`config.mk`:
```
export PLATFORM = sky130hd
export DESIGN_NAME = uie_top
export DESIGN_NICKNAME = d
export VERILOG_FILES = /design/src/uie_pkg.sv /design/src/uie_int_prio.sv /design/src/uie_rx_timeout.sv /design/src/uie_top.sv
export SDC_FILE = /design/constraint.sdc
export NUM_CORES = 1
export LEC_CHECK = 0
export BUFFER_PORTS_ARGS = -buffer_cell sky130_fd_sc_hd__buf_2
export CORE_MARGIN = 5
export CORE_UTILIZATION = 25
export CTS_BUF_LIST = sky130_fd_sc_hd__clkbuf_4
export DETAILED_ROUTE_END_ITERATION = 8
export PLACE_DENSITY_LB_ADDON = 0.05
export SYNTH_ARGS = -nofsm -noshare
export SYNTH_HDL_FRONTEND = slang
export SYNTH_SLANG_ARGS = --single-unit
```
`constraint.sdc`:
```
create_clock -name CORE_CLK_IN -period 3.4 [get_ports CORE_CLK_IN]
set_input_delay 0.17 -clock CORE_CLK_IN [delete_from_list [all_inputs] [get_ports CORE_CLK_IN]]
set_output_delay 0.17 -clock CORE_CLK_IN [all_outputs]
set_load 0.05 [all_outputs]
```
`src/uie_pkg.sv`:
```
// constants shared by the interrupt-enable and status block
package uie_pkg;
  // register addresses on the three address lines
  localparam logic [2:0] ADDR_DATA = 3'h0;
  localparam logic [2:0] ADDR_IER = 3'h1;
  localparam logic [2:0] ADDR_ISR = 3'h2;
  localparam logic [2:0] ADDR_LCR = 3'h3;
  localparam logic [2:0] ADDR_MCR = 3'h4;
  localparam logic [2:0] ADDR_LSR = 3'h5;
  localparam logic [2:0] ADDR_MSR = 3'h6;
  localparam logic [2:0] ADDR_SPR = 3'h7;
  localparam logic [2:0] ADDR_EFR = 3'h2;
  localparam logic [2:0] ADDR_RES1 = 3'h4;
  localparam logic [2:0] ADDR_RES2 = 3'h5;
  localparam logic [2:0] ADDR_PAUSE1 = 3'h6;
  localparam logic [2:0] ADDR_PAUSE2 = 3'h7;
  // line control value that opens the enhanced bank
  localparam logic [7:0] LCR_ACCESS_KEY = 8'hbf;
  localparam int LCR_DLAB_BIT = 7;
  // field positions
  localparam int EFR_GATE_BIT = 4;
  localparam int IER_RXRDY_BIT = 0;
  localparam int IER_TXRDY_BIT = 1;
  localparam int IER_LINE_BIT = 2;
  localparam int IER_MODEM_BIT = 3;
  localparam int IER_SLEEP_BIT = 4;
  localparam int IER_XOFF_BIT = 5;
  localparam int FCR_EN_BIT = 0;
  localparam int FCR_RXRST_BIT = 1;
  localparam int FCR_TXRST_BIT = 2;
  // reset values
  localparam logic [7:0] REG_RST = 8'h00;
  localparam logic [7:0] ISR_RST = 8'h01;
  // receive trigger levels, select 00..11
  localparam int RX_TRIG_0 = 8;
  localparam int RX_TRIG_1 = 16;
  localparam int RX_TRIG_2 = 24;
  localparam int RX_TRIG_3 = 28;
  // transmit trigger levels, select 00..11, and gate-off level
  localparam int TX_TRIG_0 = 16;
  localparam int TX_TRIG_1 = 8;
  localparam int TX_TRIG_2 = 24;
  localparam int TX_TRIG_3 = 30;
  localparam int TX_TRIG_OFF = 1;
  // interrupt status codes, bits 5:0
  localparam logic [5:0] ISR_NONE = 6'h01;
  localparam logic [5:0] ISR_LINE = 6'h06;
  localparam logic [5:0] ISR_TOUT = 6'h0c;
  localparam logic [5:0] ISR_RXRDY = 6'h04;
  localparam logic [5:0] ISR_TXRDY = 6'h02;
  localparam logic [5:0] ISR_MODEM = 6'h00;
  localparam logic [5:0] ISR_XOFF = 6'h10;
  // receive time-out: characters plus bits
  localparam int TOUT_CHARS = 4;
  localparam int TOUT_BITS = 12;
  localparam int START_BITS = 1;
  localparam int MIN_DATA_BITS = 5;
endpackage

```
`src/uie_int_prio.sv`:
```
// priority encoder for the interrupt status code
`timescale 1ns/1ps
module uie_int_prio (
  // enabled pending sources
  input wire logic line_in,
  input wire logic tout_in,
  input wire logic rxrdy_in,
  input wire logic txrdy_in,
  input wire logic modem_in,
  input wire logic xoff_in,
  // encoded status
  output logic [5:0] code_out
);
  ////////////////////////////////////////////////////////////////////
  // highest level wins, none gives the idle code
  always_comb begin
    if (line_in) begin
      code_out = uie_pkg::ISR_LINE;
    end else if (tout_in) begin
      code_out = uie_pkg::ISR_TOUT;
    end else if (rxrdy_in) begin
      code_out = uie_pkg::ISR_RXRDY;
    end else if (txrdy_in) begin
      code_out = uie_pkg::ISR_TXRDY;
    end else if (modem_in) begin
      code_out = uie_pkg::ISR_MODEM;
    end else if (xoff_in) begin
      code_out = uie_pkg::ISR_XOFF;
    end else begin
      code_out = uie_pkg::ISR_NONE;
    end
  end
endmodule

```
`src/uie_rx_timeout.sv`:
```
// receive time-out timer counted in bit times
`timescale 1ns/1ps
module uie_rx_timeout #(
  parameter int CNT_W = 8
) (
  // clock and reset
  input wire logic clk_in,
  input wire logic rst_n_in,
  // control
  input wire logic armed_in,
  input wire logic restart_in,
  input wire logic bit_tick_in,
  input wire logic [3:0] frame_in,
  // flag
  output logic expired_out
);
  logic [CNT_W-1:0] cnt_reg;
  logic [CNT_W-1:0] cnt_next;
  logic flag_reg;
  logic flag_next;
  logic [CNT_W-1:0] char_bits;
  logic [CNT_W-1:0] limit;
  logic hit;

  ////////////////////////////////////////////////////////////////////
  // character length: start, data, parity, stop
  always_comb begin
    char_bits = CNT_W'(uie_pkg::START_BITS + uie_pkg::MIN_DATA_BITS + 1)
      + CNT_W'(frame_in[1:0]) + CNT_W'(frame_in[3]) + CNT_W'(frame_in[2]);
    limit = CNT_W'(uie_pkg::TOUT_CHARS * char_bits + uie_pkg::TOUT_BITS);
  end

  // count idle bit times while data waits unread
  always_comb begin
    hit = armed_in && !restart_in && bit_tick_in && (cnt_reg + 1'b1 >= limit);
    cnt_next = cnt_reg;
    if (!armed_in || restart_in) begin
      cnt_next = '0;
    end else if (bit_tick_in && cnt_reg < limit) begin
      cnt_next = cnt_reg + 1'b1;
    end
    flag_next = hit || (flag_reg && armed_in && !restart_in);
  end

  always_ff @(posedge clk_in or negedge rst_n_in) begin
    if (!rst_n_in) begin
      cnt_reg <= '0;
      flag_reg <= 1'b0;
    end else begin
      cnt_reg <= cnt_next;
      flag_reg <= flag_next;
    end
  end

  assign expired_out = flag_reg;
endmodule

```
`src/uie_top.sv`:
```
// interrupt-enable, status and enhanced register bank of one channel
// Notes on behaviour
// - upper enable, status, transmit trigger, modem bits and fraction need gate
// - enhanced and flow characters reachable only under the access key
// - fifo mode receive interrupt follows level at or above trigger
// - data ready set on first stored character, cleared when empty
// - line status bit one flags a receive overrun
// - bits two to four show errors of the byte at the head
// - bit five holding empty, bit six holding and shifter empty
// - bit seven set when any stored character carries an error
// - receive interrupt on held byte, or trigger level in fifo mode
// - transmit interrupt on holding empty or level below trigger
// - enabling transmit interrupt while empty raises it at once
// - line status interrupt when any of bits one to four set
// - overrun interrupts at once, errors when byte reaches the head
// - modem change interrupt gated by enable bit three
// - enable bit four is sleep, only with the gate bit set
// - enable bit five is xoff interrupt, only with gate bit
// - all enables zero after reset
// - only enabled sources appear in interrupt status
// - status bit zero is one when nothing pending
// - fifo mode time-out after four characters plus twelve bits unread
`timescale 1ns/1ps
module uie_top #(
  parameter int LVL_W = 6
) (
  // clock and reset
  input wire logic CORE_CLK_IN,
  input wire logic RST_N_IN,
  // host register bus
  input wire logic CS_IN,
  input wire logic RD_IN,
  input wire logic WR_IN,
  input wire logic [2:0] ADDR_IN,
  input wire logic [7:0] DATA_IN,
  output logic [7:0] DATA_OUT,
  // receiver side
  input wire logic [LVL_W-1:0] RX_LEVEL_IN,
  input wire logic [7:0] RX_DATA_IN,
  input wire logic RX_PUSH_IN,
  input wire logic RX_OVERRUN_IN,
  input wire logic [2:0] RX_HEAD_ERR_IN,
  input wire logic RX_ANY_ERR_IN,
  input wire logic BIT_TICK_IN,
  // transmitter side
  input wire logic [LVL_W-1:0] TX_LEVEL_IN,
  input wire logic TSR_EMPTY_IN,
  // modem and flow control
  input wire logic [7:0] MSR_IN,
  input wire logic XOFF_DET_IN,
  input wire logic XON_DET_IN,
  // strobes to the datapath
  output logic RX_POP_OUT,
  output logic TX_PUSH_OUT,
  output logic [7:0] TX_DATA_OUT,
  output logic MSR_READ_OUT,
  output logic RX_FIFO_RST_OUT,
  output logic TX_FIFO_RST_OUT,
  // configuration
  output logic FIFO_EN_OUT,
  output logic SLEEP_EN_OUT,
  output logic [7:0] LCR_OUT,
  output logic [7:0] MCR_OUT,
  output logic [7:0] EFR_OUT,
  output logic [31:0] FLOW_CHARS_OUT,
  output logic [15:0] DIVISOR_OUT,
  output logic [7:0] FRAC_DIV_OUT,
  // interrupt
  output logic INT_OUT
);
  // trigger level for a two-bit select
  function automatic logic [LVL_W-1:0] trig(input logic [1:0] sel,
                                            input logic rx);
    int v;
    unique case (sel)
      2'h0: v = rx ? uie_pkg::RX_TRIG_0 : uie_pkg::TX_TRIG_0;
      2'h1: v = rx ? uie_pkg::RX_TRIG_1 : uie_pkg::TX_TRIG_1;
      2'h2: v = rx ? uie_pkg::RX_TRIG_2 : uie_pkg::TX_TRIG_2;
      2'h3: v = rx ? uie_pkg::RX_TRIG_3 : uie_pkg::TX_TRIG_3;
    endcase
    return LVL_W'(v);
  endfunction

  logic [7:0] ier_reg, ier_next, efr_reg, efr_next, lcr_reg, lcr_next;
  logic [7:0] mcr_reg, mcr_next, fcr_reg, fcr_next, spr_reg, spr_next;
  logic [7:0] dll_reg, dll_next, dlm_reg, dlm_next, dld_reg, dld_next;
  logic [7:0] res1_reg, res1_next, res2_reg, res2_next;
  logic [7:0] pause1_reg, pause1_next, pause2_reg, pause2_next;
  logic [7:0] dout_reg, dout_next, txd_reg, txd_next;
  logic pop_reg, pop_next, push_reg, push_next, msrrd_reg, msrrd_next;
  logic rxrst_reg, rxrst_next, txrst_reg, txrst_next;
  logic ovr_reg, ovr_next, errp_reg, errp_next, herr_reg, herr_next;
  logic txi_reg, txi_next, below_reg, below_next, ier1_reg, ier1_next;
  logic xoff_reg, xoff_next, int_reg, int_next, slp_reg, slp_next;
  logic [7:0] isr_reg, isr_next;
  logic wr, rd, key, dlab, gate, fifo_en;
  logic [7:0] ier_eff, line_status_register, rd_data;
  logic [5:0] code;
  logic rx_any, tx_below, head_err, tout;
  logic src_line, src_tout, src_rx, src_tx, src_modem, src_xoff;

  ////////////////////////////////////////////////////////////////////
  // access decode
  always_comb begin
    wr = CS_IN && WR_IN;
    rd = CS_IN && RD_IN;
    key = (lcr_reg == uie_pkg::LCR_ACCESS_KEY);
    dlab = lcr_reg[uie_pkg::LCR_DLAB_BIT];
    gate = efr_reg[uie_pkg::EFR_GATE_BIT];
    fifo_en = fcr_reg[uie_pkg::FCR_EN_BIT];
    ier_eff = gate ? ier_reg : {4'h0, ier_reg[3:0]};
  end

  // line status view
  always_comb begin
    rx_any = (RX_LEVEL_IN != '0);
    head_err = rx_any && (RX_HEAD_ERR_IN != 3'h0);
    line_status_register[0] = rx_any;
    line_status_register[1] = ovr_reg;
    line_status_register[4:2] = rx_any ? RX_HEAD_ERR_IN : 3'h0;
    line_status_register[5] = (TX_LEVEL_IN == '0);
    line_status_register[6] = line_status_register[5] && TSR_EMPTY_IN;
    line_status_register[7] = RX_ANY_ERR_IN;
  end

  ////////////////////////////////////////////////////////////////////
  // read data mux
  always_comb begin
    rd_data = 8'h00;
    unique case (ADDR_IN)
      uie_pkg::ADDR_DATA: rd_data = dlab ? dll_reg : RX_DATA_IN;
      uie_pkg::ADDR_IER: rd_data = dlab ? dlm_reg : ier_eff;
      uie_pkg::ADDR_ISR: begin
        if (key) begin
          rd_data = efr_reg;
        end else if (dlab) begin
          rd_data = gate ? dld_reg : 8'h00;
        end else begin
          rd_data = isr_reg;
        end
      end
      uie_pkg::ADDR_LCR: rd_data = lcr_reg;
      uie_pkg::ADDR_MCR: rd_data = key ? res1_reg : mcr_reg;
      uie_pkg::ADDR_LSR: rd_data = key ? res2_reg : line_status_register;
      uie_pkg::ADDR_MSR: rd_data = key ? pause1_reg : MSR_IN;
      uie_pkg::ADDR_SPR: rd_data = key ? pause2_reg : spr_reg;
    endcase
  end

  ////////////////////////////////////////////////////////////////////
  // register writes and bus strobes
  always_comb begin
    ier_next = ier_reg;
    efr_next = efr_reg;
    lcr_next = lcr_reg;
    mcr_next = mcr_reg;
    fcr_next = fcr_reg;
    spr_next = spr_reg;
    dll_next = dll_reg;
    dlm_next = dlm_reg;
    dld_next = dld_reg;
    res1_next = res1_reg;
    res2_next = res2_reg;
    pause1_next = pause1_reg;
    pause2_next = pause2_reg;
    txd_next = txd_reg;
    push_next = 1'b0;
    rxrst_next = 1'b0;
    txrst_next = 1'b0;
    pop_next = rd && !dlab && (ADDR_IN == uie_pkg::ADDR_DATA);
    msrrd_next = rd && !key && (ADDR_IN == uie_pkg::ADDR_MSR);
    dout_next = rd ? rd_data : dout_reg;
    if (wr) begin
      unique case (ADDR_IN)
        uie_pkg::ADDR_DATA: begin
          if (dlab) begin
            dll_next = DATA_IN;
          end else begin
            txd_next = DATA_IN;
            push_next = 1'b1;
          end
        end
        uie_pkg::ADDR_IER: begin
          if (dlab) begin
            dlm_next = DATA_IN;
          end else if (gate) begin
            ier_next = DATA_IN;
          end else begin
            ier_next = {ier_reg[7:4], DATA_IN[3:0]};
          end
        end
        uie_pkg::ADDR_ISR: begin
          if (key) begin
            efr_next = DATA_IN;
          end else if (dlab) begin
            if (gate) begin
              dld_next = DATA_IN;
            end
          end else if (DATA_IN[uie_pkg::FCR_EN_BIT]) begin
            fcr_next = DATA_IN;
            if (!gate) begin
              fcr_next[5:4] = fcr_reg[5:4];
            end
            fcr_next[2:1] = 2'h0;
            rxrst_next = DATA_IN[uie_pkg::FCR_RXRST_BIT];
            txrst_next = DATA_IN[uie_pkg::FCR_TXRST_BIT];
          end else begin
            fcr_next[uie_pkg::FCR_EN_BIT] = 1'b0;
          end
        end
        uie_pkg::ADDR_LCR: lcr_next = DATA_IN;
        uie_pkg::ADDR_MCR: begin
          if (key) begin
            res1_next = DATA_IN;
          end else if (gate) begin
            mcr_next = DATA_IN;
          end else begin
            mcr_next = {mcr_reg[7:5], DATA_IN[4:0]};
          end
        end
        uie_pkg::ADDR_LSR: begin
          if (key) begin
            res2_next = DATA_IN;
          end
        end
        uie_pkg::ADDR_MSR: begin
          if (key) begin
            pause1_next = DATA_IN;
          end
        end
        uie_pkg::ADDR_SPR: begin
          if (key) begin
            pause2_next = DATA_IN;
          end else begin
            spr_next = DATA_IN;
          end
        end
      endcase
    end
  end

  always_ff @(posedge CORE_CLK_IN or negedge RST_N_IN) begin
    if (!RST_N_IN) begin
      ier_reg <= uie_pkg::REG_RST;
      efr_reg <= uie_pkg::REG_RST;
      lcr_reg <= uie_pkg::REG_RST;
      mcr_reg <= uie_pkg::REG_RST;
      fcr_reg <= uie_pkg::REG_RST;
      spr_reg <= uie_pkg::REG_RST;
      dll_reg <= uie_pkg::REG_RST;
      dlm_reg <= uie_pkg::REG_RST;
      dld_reg <= uie_pkg::REG_RST;
      res1_reg <= uie_pkg::REG_RST;
      res2_reg <= uie_pkg::REG_RST;
      pause1_reg <= uie_pkg::REG_RST;
      pause2_reg <= uie_pkg::REG_RST;
      txd_reg <= uie_pkg::REG_RST;
      dout_reg <= uie_pkg::REG_RST;
      push_reg <= 1'b0;
      pop_reg <= 1'b0;
      msrrd_reg <= 1'b0;
      rxrst_reg <= 1'b0;
      txrst_reg <= 1'b0;
    end else begin
      ier_reg <= ier_next;
      efr_reg <= efr_next;
      lcr_reg <= lcr_next;
      mcr_reg <= mcr_next;
      fcr_reg <= fcr_next;
      spr_reg <= spr_next;
      dll_reg <= dll_next;
      dlm_reg <= dlm_next;
      dld_reg <= dld_next;
      res1_reg <= res1_next;
      res2_reg <= res2_next;
      pause1_reg <= pause1_next;
      pause2_reg <= pause2_next;
      txd_reg <= txd_next;
      dout_reg <= dout_next;
      push_reg <= push_next;
      pop_reg <= pop_next;
      msrrd_reg <= msrrd_next;
      rxrst_reg <= rxrst_next;
      txrst_reg <= txrst_next;
    end
  end

  ////////////////////////////////////////////////////////////////////
  // receive time-out timer, restarted by arrival or read
  uie_rx_timeout u_tout (
    .clk_in(CORE_CLK_IN),
    .rst_n_in(RST_N_IN),
    .armed_in(fifo_en && rx_any),
    .restart_in(RX_PUSH_IN || pop_next),
    .bit_tick_in(BIT_TICK_IN),
    .frame_in(lcr_reg[3:0]),
    .expired_out(tout)
  );

  // enabled sources feeding the status code
  always_comb begin
    tx_below = !fifo_en ? line_status_register[5] : TX_LEVEL_IN < (gate ?
      trig(fcr_reg[5:4], 1'b0) : LVL_W'(uie_pkg::TX_TRIG_OFF));
    src_line = ier_eff[uie_pkg::IER_LINE_BIT] && (ovr_reg || errp_reg);
    src_tout = ier_eff[uie_pkg::IER_RXRDY_BIT] && tout;
    src_rx = ier_eff[uie_pkg::IER_RXRDY_BIT] && (fifo_en ?
             RX_LEVEL_IN >= trig(fcr_reg[7:6], 1'b1) : rx_any);
    src_tx = ier_eff[uie_pkg::IER_TXRDY_BIT] && txi_reg;
    src_modem = ier_eff[uie_pkg::IER_MODEM_BIT] && (MSR_IN[3:0] != 4'h0);
    src_xoff = ier_eff[uie_pkg::IER_XOFF_BIT] && xoff_reg;
  end

  uie_int_prio u_prio (
    .line_in(src_line),
    .tout_in(src_tout),
    .rxrdy_in(src_rx),
    .txrdy_in(src_tx),
    .modem_in(src_modem),
    .xoff_in(src_xoff),
    .code_out(code)
  );

  ////////////////////////////////////////////////////////////////////
  // sticky status flags; a set beats a clear in the same cycle
  always_comb begin
    logic lsr_rd, isr_rd;
    lsr_rd = rd && !key && (ADDR_IN == uie_pkg::ADDR_LSR);
    isr_rd = rd && !key && !dlab && (ADDR_IN == uie_pkg::ADDR_ISR);
    herr_next = head_err;
    below_next = tx_below;
    ier1_next = ier_eff[uie_pkg::IER_TXRDY_BIT];
    ovr_next = RX_OVERRUN_IN || (ovr_reg && !lsr_rd);
    errp_next = (head_err && !herr_reg) || (errp_reg && !lsr_rd);
    txi_next = txi_reg;
    if (isr_rd && isr_reg[5:0] == uie_pkg::ISR_TXRDY || push_next) begin
      txi_next = 1'b0;
    end
    if ((tx_below && !below_reg) || (ier_eff[uie_pkg::IER_TXRDY_BIT]
        && !ier1_reg && tx_below)) begin
      txi_next = 1'b1;
    end
    xoff_next = xoff_reg;
    if ((isr_rd && isr_reg[5:0] == uie_pkg::ISR_XOFF) || XON_DET_IN) begin
      xoff_next = 1'b0;
    end
    if (XOFF_DET_IN) begin
      xoff_next = 1'b1;
    end
    isr_next = {{2{fifo_en}}, code};
    int_next = (code != uie_pkg::ISR_NONE);
    slp_next = ier_next[uie_pkg::IER_SLEEP_BIT]
      && efr_next[uie_pkg::EFR_GATE_BIT];
  end

  always_ff @(posedge CORE_CLK_IN or negedge RST_N_IN) begin
    if (!RST_N_IN) begin
      ovr_reg <= 1'b0;
      errp_reg <= 1'b0;
      herr_reg <= 1'b0;
      txi_reg <= 1'b0;
      below_reg <= 1'b0;
      ier1_reg <= 1'b0;
      xoff_reg <= 1'b0;
      isr_reg <= uie_pkg::ISR_RST;
      int_reg <= 1'b0;
      slp_reg <= 1'b0;
    end else begin
      ovr_reg <= ovr_next;
      errp_reg <= errp_next;
      herr_reg <= herr_next;
      txi_reg <= txi_next;
      below_reg <= below_next;
      ier1_reg <= ier1_next;
      xoff_reg <= xoff_next;
      isr_reg <= isr_next;
      int_reg <= int_next;
      slp_reg <= slp_next;
    end
  end

  ////////////////////////////////////////////////////////////////////
  // outputs, all from flip-flops
  assign DATA_OUT = dout_reg;
  assign INT_OUT = int_reg;
  assign RX_POP_OUT = pop_reg;
  assign TX_PUSH_OUT = push_reg;
  assign TX_DATA_OUT = txd_reg;
  assign MSR_READ_OUT = msrrd_reg;
  assign RX_FIFO_RST_OUT = rxrst_reg;
  assign TX_FIFO_RST_OUT = txrst_reg;
  assign FIFO_EN_OUT = fcr_reg[uie_pkg::FCR_EN_BIT];
  assign SLEEP_EN_OUT = slp_reg;
  assign LCR_OUT = lcr_reg;
  assign MCR_OUT = mcr_reg;
  assign EFR_OUT = efr_reg;
  assign FLOW_CHARS_OUT = {pause2_reg, pause1_reg, res2_reg, res1_reg};
  assign DIVISOR_OUT = {dlm_reg, dll_reg};
  assign FRAC_DIV_OUT = dld_reg;
endmodule

```
== After elaboration in Yosys (flattened, before gate mapping) ==
Index checks and enable logic that the tools add are counted.
Word-level totals
  output and inout bits: 104
  input port bits: 54
  register bits after elaboration: 148
Operators by class
  order comparisons: 4
  mux-type cells: 50
  reductions and logical operators: 78
  add/subtract/negate cells: 5
  bitwise logic cells: 2
  eq/ne operators: 17
Operator list (count)
  $mux 8: 12
  $pmux 8 s8: 1
  $pmux 6 s4: 2
  $mux 5: 8
  $mux 6: 6
  $logic_and 1x1->1: 33
  $reduce_and 3->1: 11
  $mux 1: 20
  $add 6x1->6: 2
  $eq 3x3->1 const B: 4
  $reduce_and 4->1: 3
  $reduce_and 5->1: 2
  $logic_or 1x1->1: 9
  $add 8x1->8 const B: 1
  $add 8x4->8 const B: 1
  $eq 2x2->1 const B: 4
  $eq 8x8->1 const B: 1
  $ge 8x8->1: 1
  $logic_not 1->1: 8
  $lt 8x8->1: 1
  $eq 3x2->1 const B: 2
  $eq 6x2->1 const B: 1
  $eq 6x5->1 const B: 1
  $ge 6x6->1: 1
  other kinds (16): 21

== Longest topological paths before layout ==
  depth after elaboration: 9
  gate-level depth with buffers: 15
  depth with buffers taken out: 14

== Modules after synthesis ==
Synthesis repeated with hierarchy kept, for this count alone.
Second synthesis, totals
  cell total of the unflattened synthesis: 663
  area, all modules: 7790.0 um^2
Modules (own cells, without submodules)
  uie_top: instances 1, area each 6825.3 um^2, seq. area each 3454.6 um^2, cells an instance 558
  uie_rx_timeout: instances 1, area each 888.4 um^2, seq. area each 225.2 um^2, cells an instance 97
  uie_int_prio: instances 1, area each 76.3 um^2, seq. area each 0.0 um^2, cells an instance 8

== Least setup slack after synthesis ==
Ideal clock, no wire load.
  kind: register to register
  start point: register lcr_reg[2] (netlist: LCR_OUT[2])
  end point: register u_tout.cnt_reg[7]
  clock period less this slack: 3549 ps
  library setup time: 77 ps
  cell stages (with the launch flop): 14
  buffers on the path: 1
  setup slack: -149 ps
  data required time: 3323 ps
  arrival: 3471 ps
  cell sequence: dfrtp_1 > inv_1 > fa_1 > inv_1 > ha_1 > inv_1 > ha_1 > or2_2 > ha_1 > a2111oi_0 > o21ai_1 > clkbuf_1 > or3_1 > a21oi_1
On the way
  longest elaborated chain between the ends: 5
RTL lines
  start, declared: RTL line uie_top.sv:84  | logic [7:0] ier_reg, ier_next, efr_reg, efr_next, lcr_reg, lcr_next;
  start signal, assigned: RTL line uie_top.sv:246  | lcr_reg <= uie_pkg::REG_RST;
  start signal, assigned: RTL line uie_top.sv:267  | lcr_reg <= lcr_next;
  $add 6x1->6: RTL line uie_rx_timeout.sv:29  | + CNT_W'(frame_in[1:0]) + CNT_W'(frame_in[3]) + CNT_W'(frame_in[2]);
  $add 8x4->8: RTL line uie_rx_timeout.sv:30  | limit = CNT_W'(uie_pkg::TOUT_CHARS * char_bits + uie_pkg::TOUT_BITS);
  $lt 8x8->1: RTL line uie_rx_timeout.sv:39  | end else if (bit_tick_in && cnt_reg < limit) begin
  $logic_and 1x1->1: RTL line uie_rx_timeout.sv:39
  $reduce_bool 2->1 (no source line)
  end signal, assigned: RTL line uie_rx_timeout.sv:50  | cnt_reg <= cnt_next;
  end, declared: RTL line uie_rx_timeout.sv:17  | logic [CNT_W-1:0] cnt_reg;
Every way passes these cells.
A chain may end at the register's enable or synchronous reset.

== Worst setup path after layout ==
  start point: register lcr_reg[0] (netlist: LCR_OUT[0])
  end point: register u_tout.cnt_reg[6]
On the way
  longest elaborated chain between the ends: 7
RTL lines (RTL line)
  $add 3x2->4: uie_rx_timeout.sv:29
  $add 6x1->6 (2 in a row): uie_rx_timeout.sv:29
  $add 8x4->8: uie_rx_timeout.sv:30
  $lt 8x8->1: uie_rx_timeout.sv:39
  $logic_and 1x1->1: uie_rx_timeout.sv:39
  $reduce_bool 2->1 (no source line)
Every way passes these cells.

==> flow_metrics.tcl <==
set metrics [dict create \
    critical_path_class "reg2reg" \
    place.gp.congestion 0.8021 \
    cp_max_fo 10 \
    tightest_slew_ns 0.7684 \
    p_comb_share_pct 34.8 \
    p_per_area_mw_per_mm2 541.0 \
    initial_core_util_pct 25.33 \
    fp.dieH_um 183.5 \
    grt-ovfl-total 0 \
    synth_warnings 0 \
    synth_top_area_share_pct 48.21 \
    grt_pass1_wl_mm 41.63 \
    grt_max_degree 84 \
    top_level_ports 158 \
    internal_power_mw 2.972 \
    whs_ns 0.02251 \
    routed_wl_mm 28.08 \
    drive_gt1_share_pct 41.78 \
    fillCellCount 3094 \
    hold_class "in2reg" \
    multi_input_area_sq_mm 0.003674 \
    pwr-share-clk_pct 22.6 \
    r2r-start "LCR_OUT[0]" \
    hp-start "MSR_IN[2]" \
    regArea_sq_mm 0.003660 \
    grt_pass1_vias 6459 \
    leakage_nw 4.407 \
    cts_root_buf "clkbuf_4" \
    slew_violations 0 \
    grt.total_usage_pct 16.49 \
    relSlewSlack_pct 48.11 \
    coreArea_sq_mm 0.02972 \
    pre_cts_ws_ns -0.1508 \
    hpwl_mm 20.52 \
    insertion_delay_ns 0.58 \
    nNetsFinal 909 \
    synth.distinct_cells 69 \
    peakVddDrop_mv 0.2398 \
    reg2reg_setup_slack_ns 0.21 \
    antenna_found_initial 1 \
    status "complete, no violations" \
    yosysTopAreaCell "dfrtp_1" \
    clkSinkCount 146 \
    htreeDepth 4 \
    setup_viol 0 \
    synth-async-reset-ratio_pct 100.0 \
    crit_arrival_ns 3.68 \
    min_period_over_period_pct 93.77 \
    clk_pin_slew_ns 0.16 \
    cts_tree "built" \
    drt_iter0_drc 315 \
    viasPerCell 4.945 \
    syn_nets 735 \
    synth_flop_cell "dfrtp_1" \
    p_sw_share_pct 40.88 \
    clock_skew_ns 0.04529 \
    port_buffers 157 \
    ys_seq_elements 146 \
    synthTopCellsByArea "dfrtp_1, mux2_2, ha_1" \
    clock_path_buffers 2 \
    layout_setup_ws_ns 0.2118 \
    syn2layout_area_growth_pct 23.47 \
    wl_per_cell_um 22.70 \
    vias 6117 \
    cp_data_required_time_ns 3.89 \
    synthCells 658 \
    cts-buffers-inserted 17 \
    die_area_sq_mm 0.03367 \
    maxCapViolations 0 \
    setup.worst_path.start_class "flip-flop" \
    netlist_area_sq_mm 0.007526 \
    seq_area_frac_synth_pct 48.56 \
    synth_edf_count 0 \
    crit_path_end_kind "flip-flop" \
    hold_viol 0 \
    syn_avg_cell_area_sq_um 11.44 \
    drt.antenna.violating_nets 0 \
    drc 0 \
    startpoint "LCR_OUT[0]" \
    p_sw_mw 2.055 \
    die_w_um 183.5 \
    seq_power_share_pct 42.6 \
    detail_route.first_pass.iterations 5 \
    period_minus_slack_ns 3.188 \
    rows 63 \
    clock.fmax_mhz 313.7 \
]
[path summary, 6_finish.rpt]
check,depth (start not counted),endpoint
max,11,u_tout.cnt_reg[6]
min,4,isr_reg[4]
max reg2reg,11,u_tout.cnt_reg[6]
min reg2reg,0,ier1_reg
max in group asynchronous,3,DATA_OUT[3]
min in group asynchronous,2,TX_DATA_OUT[7]
[power groups by stage]
stage	clock (mW)	combinational [mW]	sequential, mW
after global placement	0	1.66	2.18
after CTS	1.19	1.71	2.15
after global routing	1.26	1.89	2.18
after floorplan	0	0.680	2.63
after detailed placement	0	1.68	2.18
final	1.13	1.75	2.14
[synthesized netlist by cell type (all sizes together), types with 5 or more instances]
| cell type | count |
|---|---|
| dfrtp | 145 |
| mux2 | 106 |
| a21oi | 25 |
| buf | 19 |
| or3b | 5 |
| a22oi | 5 |
| xnor2 | 8 |
| a31oi | 7 |
| ha | 22 |
| nand3 | 26 |
| nor2 | 25 |
| inv | 18 |
| clkbuf | 20 |
| nand2 | 45 |
| and2 | 9 |
| a221oi | 9 |
| nor3 | 10 |
| o211ai | 7 |
| and3 | 6 |
| nand4 | 5 |
| a21o | 5 |
| mux2i | 24 |
| o21ai | 34 |
| or3 | 6 |
[critical path, stage by stage (launching register included)]
cell and delay (ns):
dfrtp_2 0.47, fa_1 0.45, inv_1 0.09, ha_1 0.15, inv_1 0.04, ha_1 0.20
or2_2 0.32, ha_1 0.33, a2111oi_4 0.44, o21ai_4 0.15, or3_1 0.32, a21oi_1 0.15
[routing by layer]
layer	vias to the layer above	share of wire (%)	global-route usage (%)	routed length (um)
met4	0	0.90	3.248	252
met5	-	0	0	0
met2	184	48	27.34	13610
met1	3149	46	22.45	12810
met3	12	5.0	3.403	1404
li1	2772	-	-	-
[cells in the final DEF (no fill, tap or decap), drive strengths merged, types with 3 or more instances in the layout]
master | netlist | layout
ha | 22 | 22
clkinvlp | 0 | 5
a21oi | 25 | 25
mux4 | 3 | 3
clkinv | 1 | 6
nand2 | 45 | 45
nor2 | 25 | 25
a22oi | 5 | 5
nand3 | 26 | 26
clkbuf | 20 | 18
nor3 | 10 | 10
dlygate4sd3 | 0 | 16
o31a | 3 | 3
dfrtp | 145 | 145
or2 | 4 | 4
inv | 18 | 20
nand4 | 5 | 5
nor3b | 4 | 4
mux2i | 24 | 24
xnor2 | 8 | 8
nor2b | 4 | 4
a221oi | 9 | 9
nor4 | 3 | 3
mux2 | 106 | 106
buf | 19 | 178
and3 | 6 | 6
a31oi | 7 | 7
o22ai | 4 | 4
a22o | 4 | 4
o211ai | 7 | 7
and2 | 9 | 9
o21ai | 34 | 34
a221o | 4 | 4
or3 | 6 | 6
a21o | 5 | 5
or3b | 5 | 5
a2111oi | 3 | 3
[what timing repair did]
action,4_1_cts,5_1_grt
resized for setup,3,5
setup endpoints to repair,7,6
hold buffers,15,1
setup buffers,0,1
hold endpoints to repair,81,1
[per-stage QoR]
step / power, mW / area (sq um) / std cells / setup TNS (ns) / utilization [%]
floorplan: 3.314 / 7531 / 658 / 0 / -
global placement: 3.831 / 8801 / 1186 / -0.002733 / 29.62
detailed placement: 3.866 / 8801 / 1186 / -0.7609 / 29.62
CTS: 5.046 / 9234 / 1233 / 0 / 31.07
global route: 5.326 / 9290 / 1236 / -0.008983 / 31.26
finish: 5.027 / 9293 / 1237 / 0 / 31.27
[kinds of logic after synthesis]
kind of cell | Yosys count | synth area share, %
DFF | 146 | 48.56
xor gates and xnor gates | 10 | 1.164
adders and majority gates | 23 | 3.923
AOI/OAI and AO/OA | 126 | 11.22
and+or+nand+nor | 162 | 11.90
muxes | 133 | 19.95
buffers and inverters | 58 | 3.275
[final cells by class]
type / count / share of cell area [%]
Antenna cell: 2 / 0.05386
Clock buffer: 18 / 1.454
Clock inverter: 14 / 1.481
Inverter: 19 / 0.7675
Multi-Input combinational cell: 454 / 39.53
Sequential cell: 146 / 39.38
Tap cell: 390 / 5.251
Timing Repair Buffer: 194 / 12.08
(Power assumes the default switching activity.)
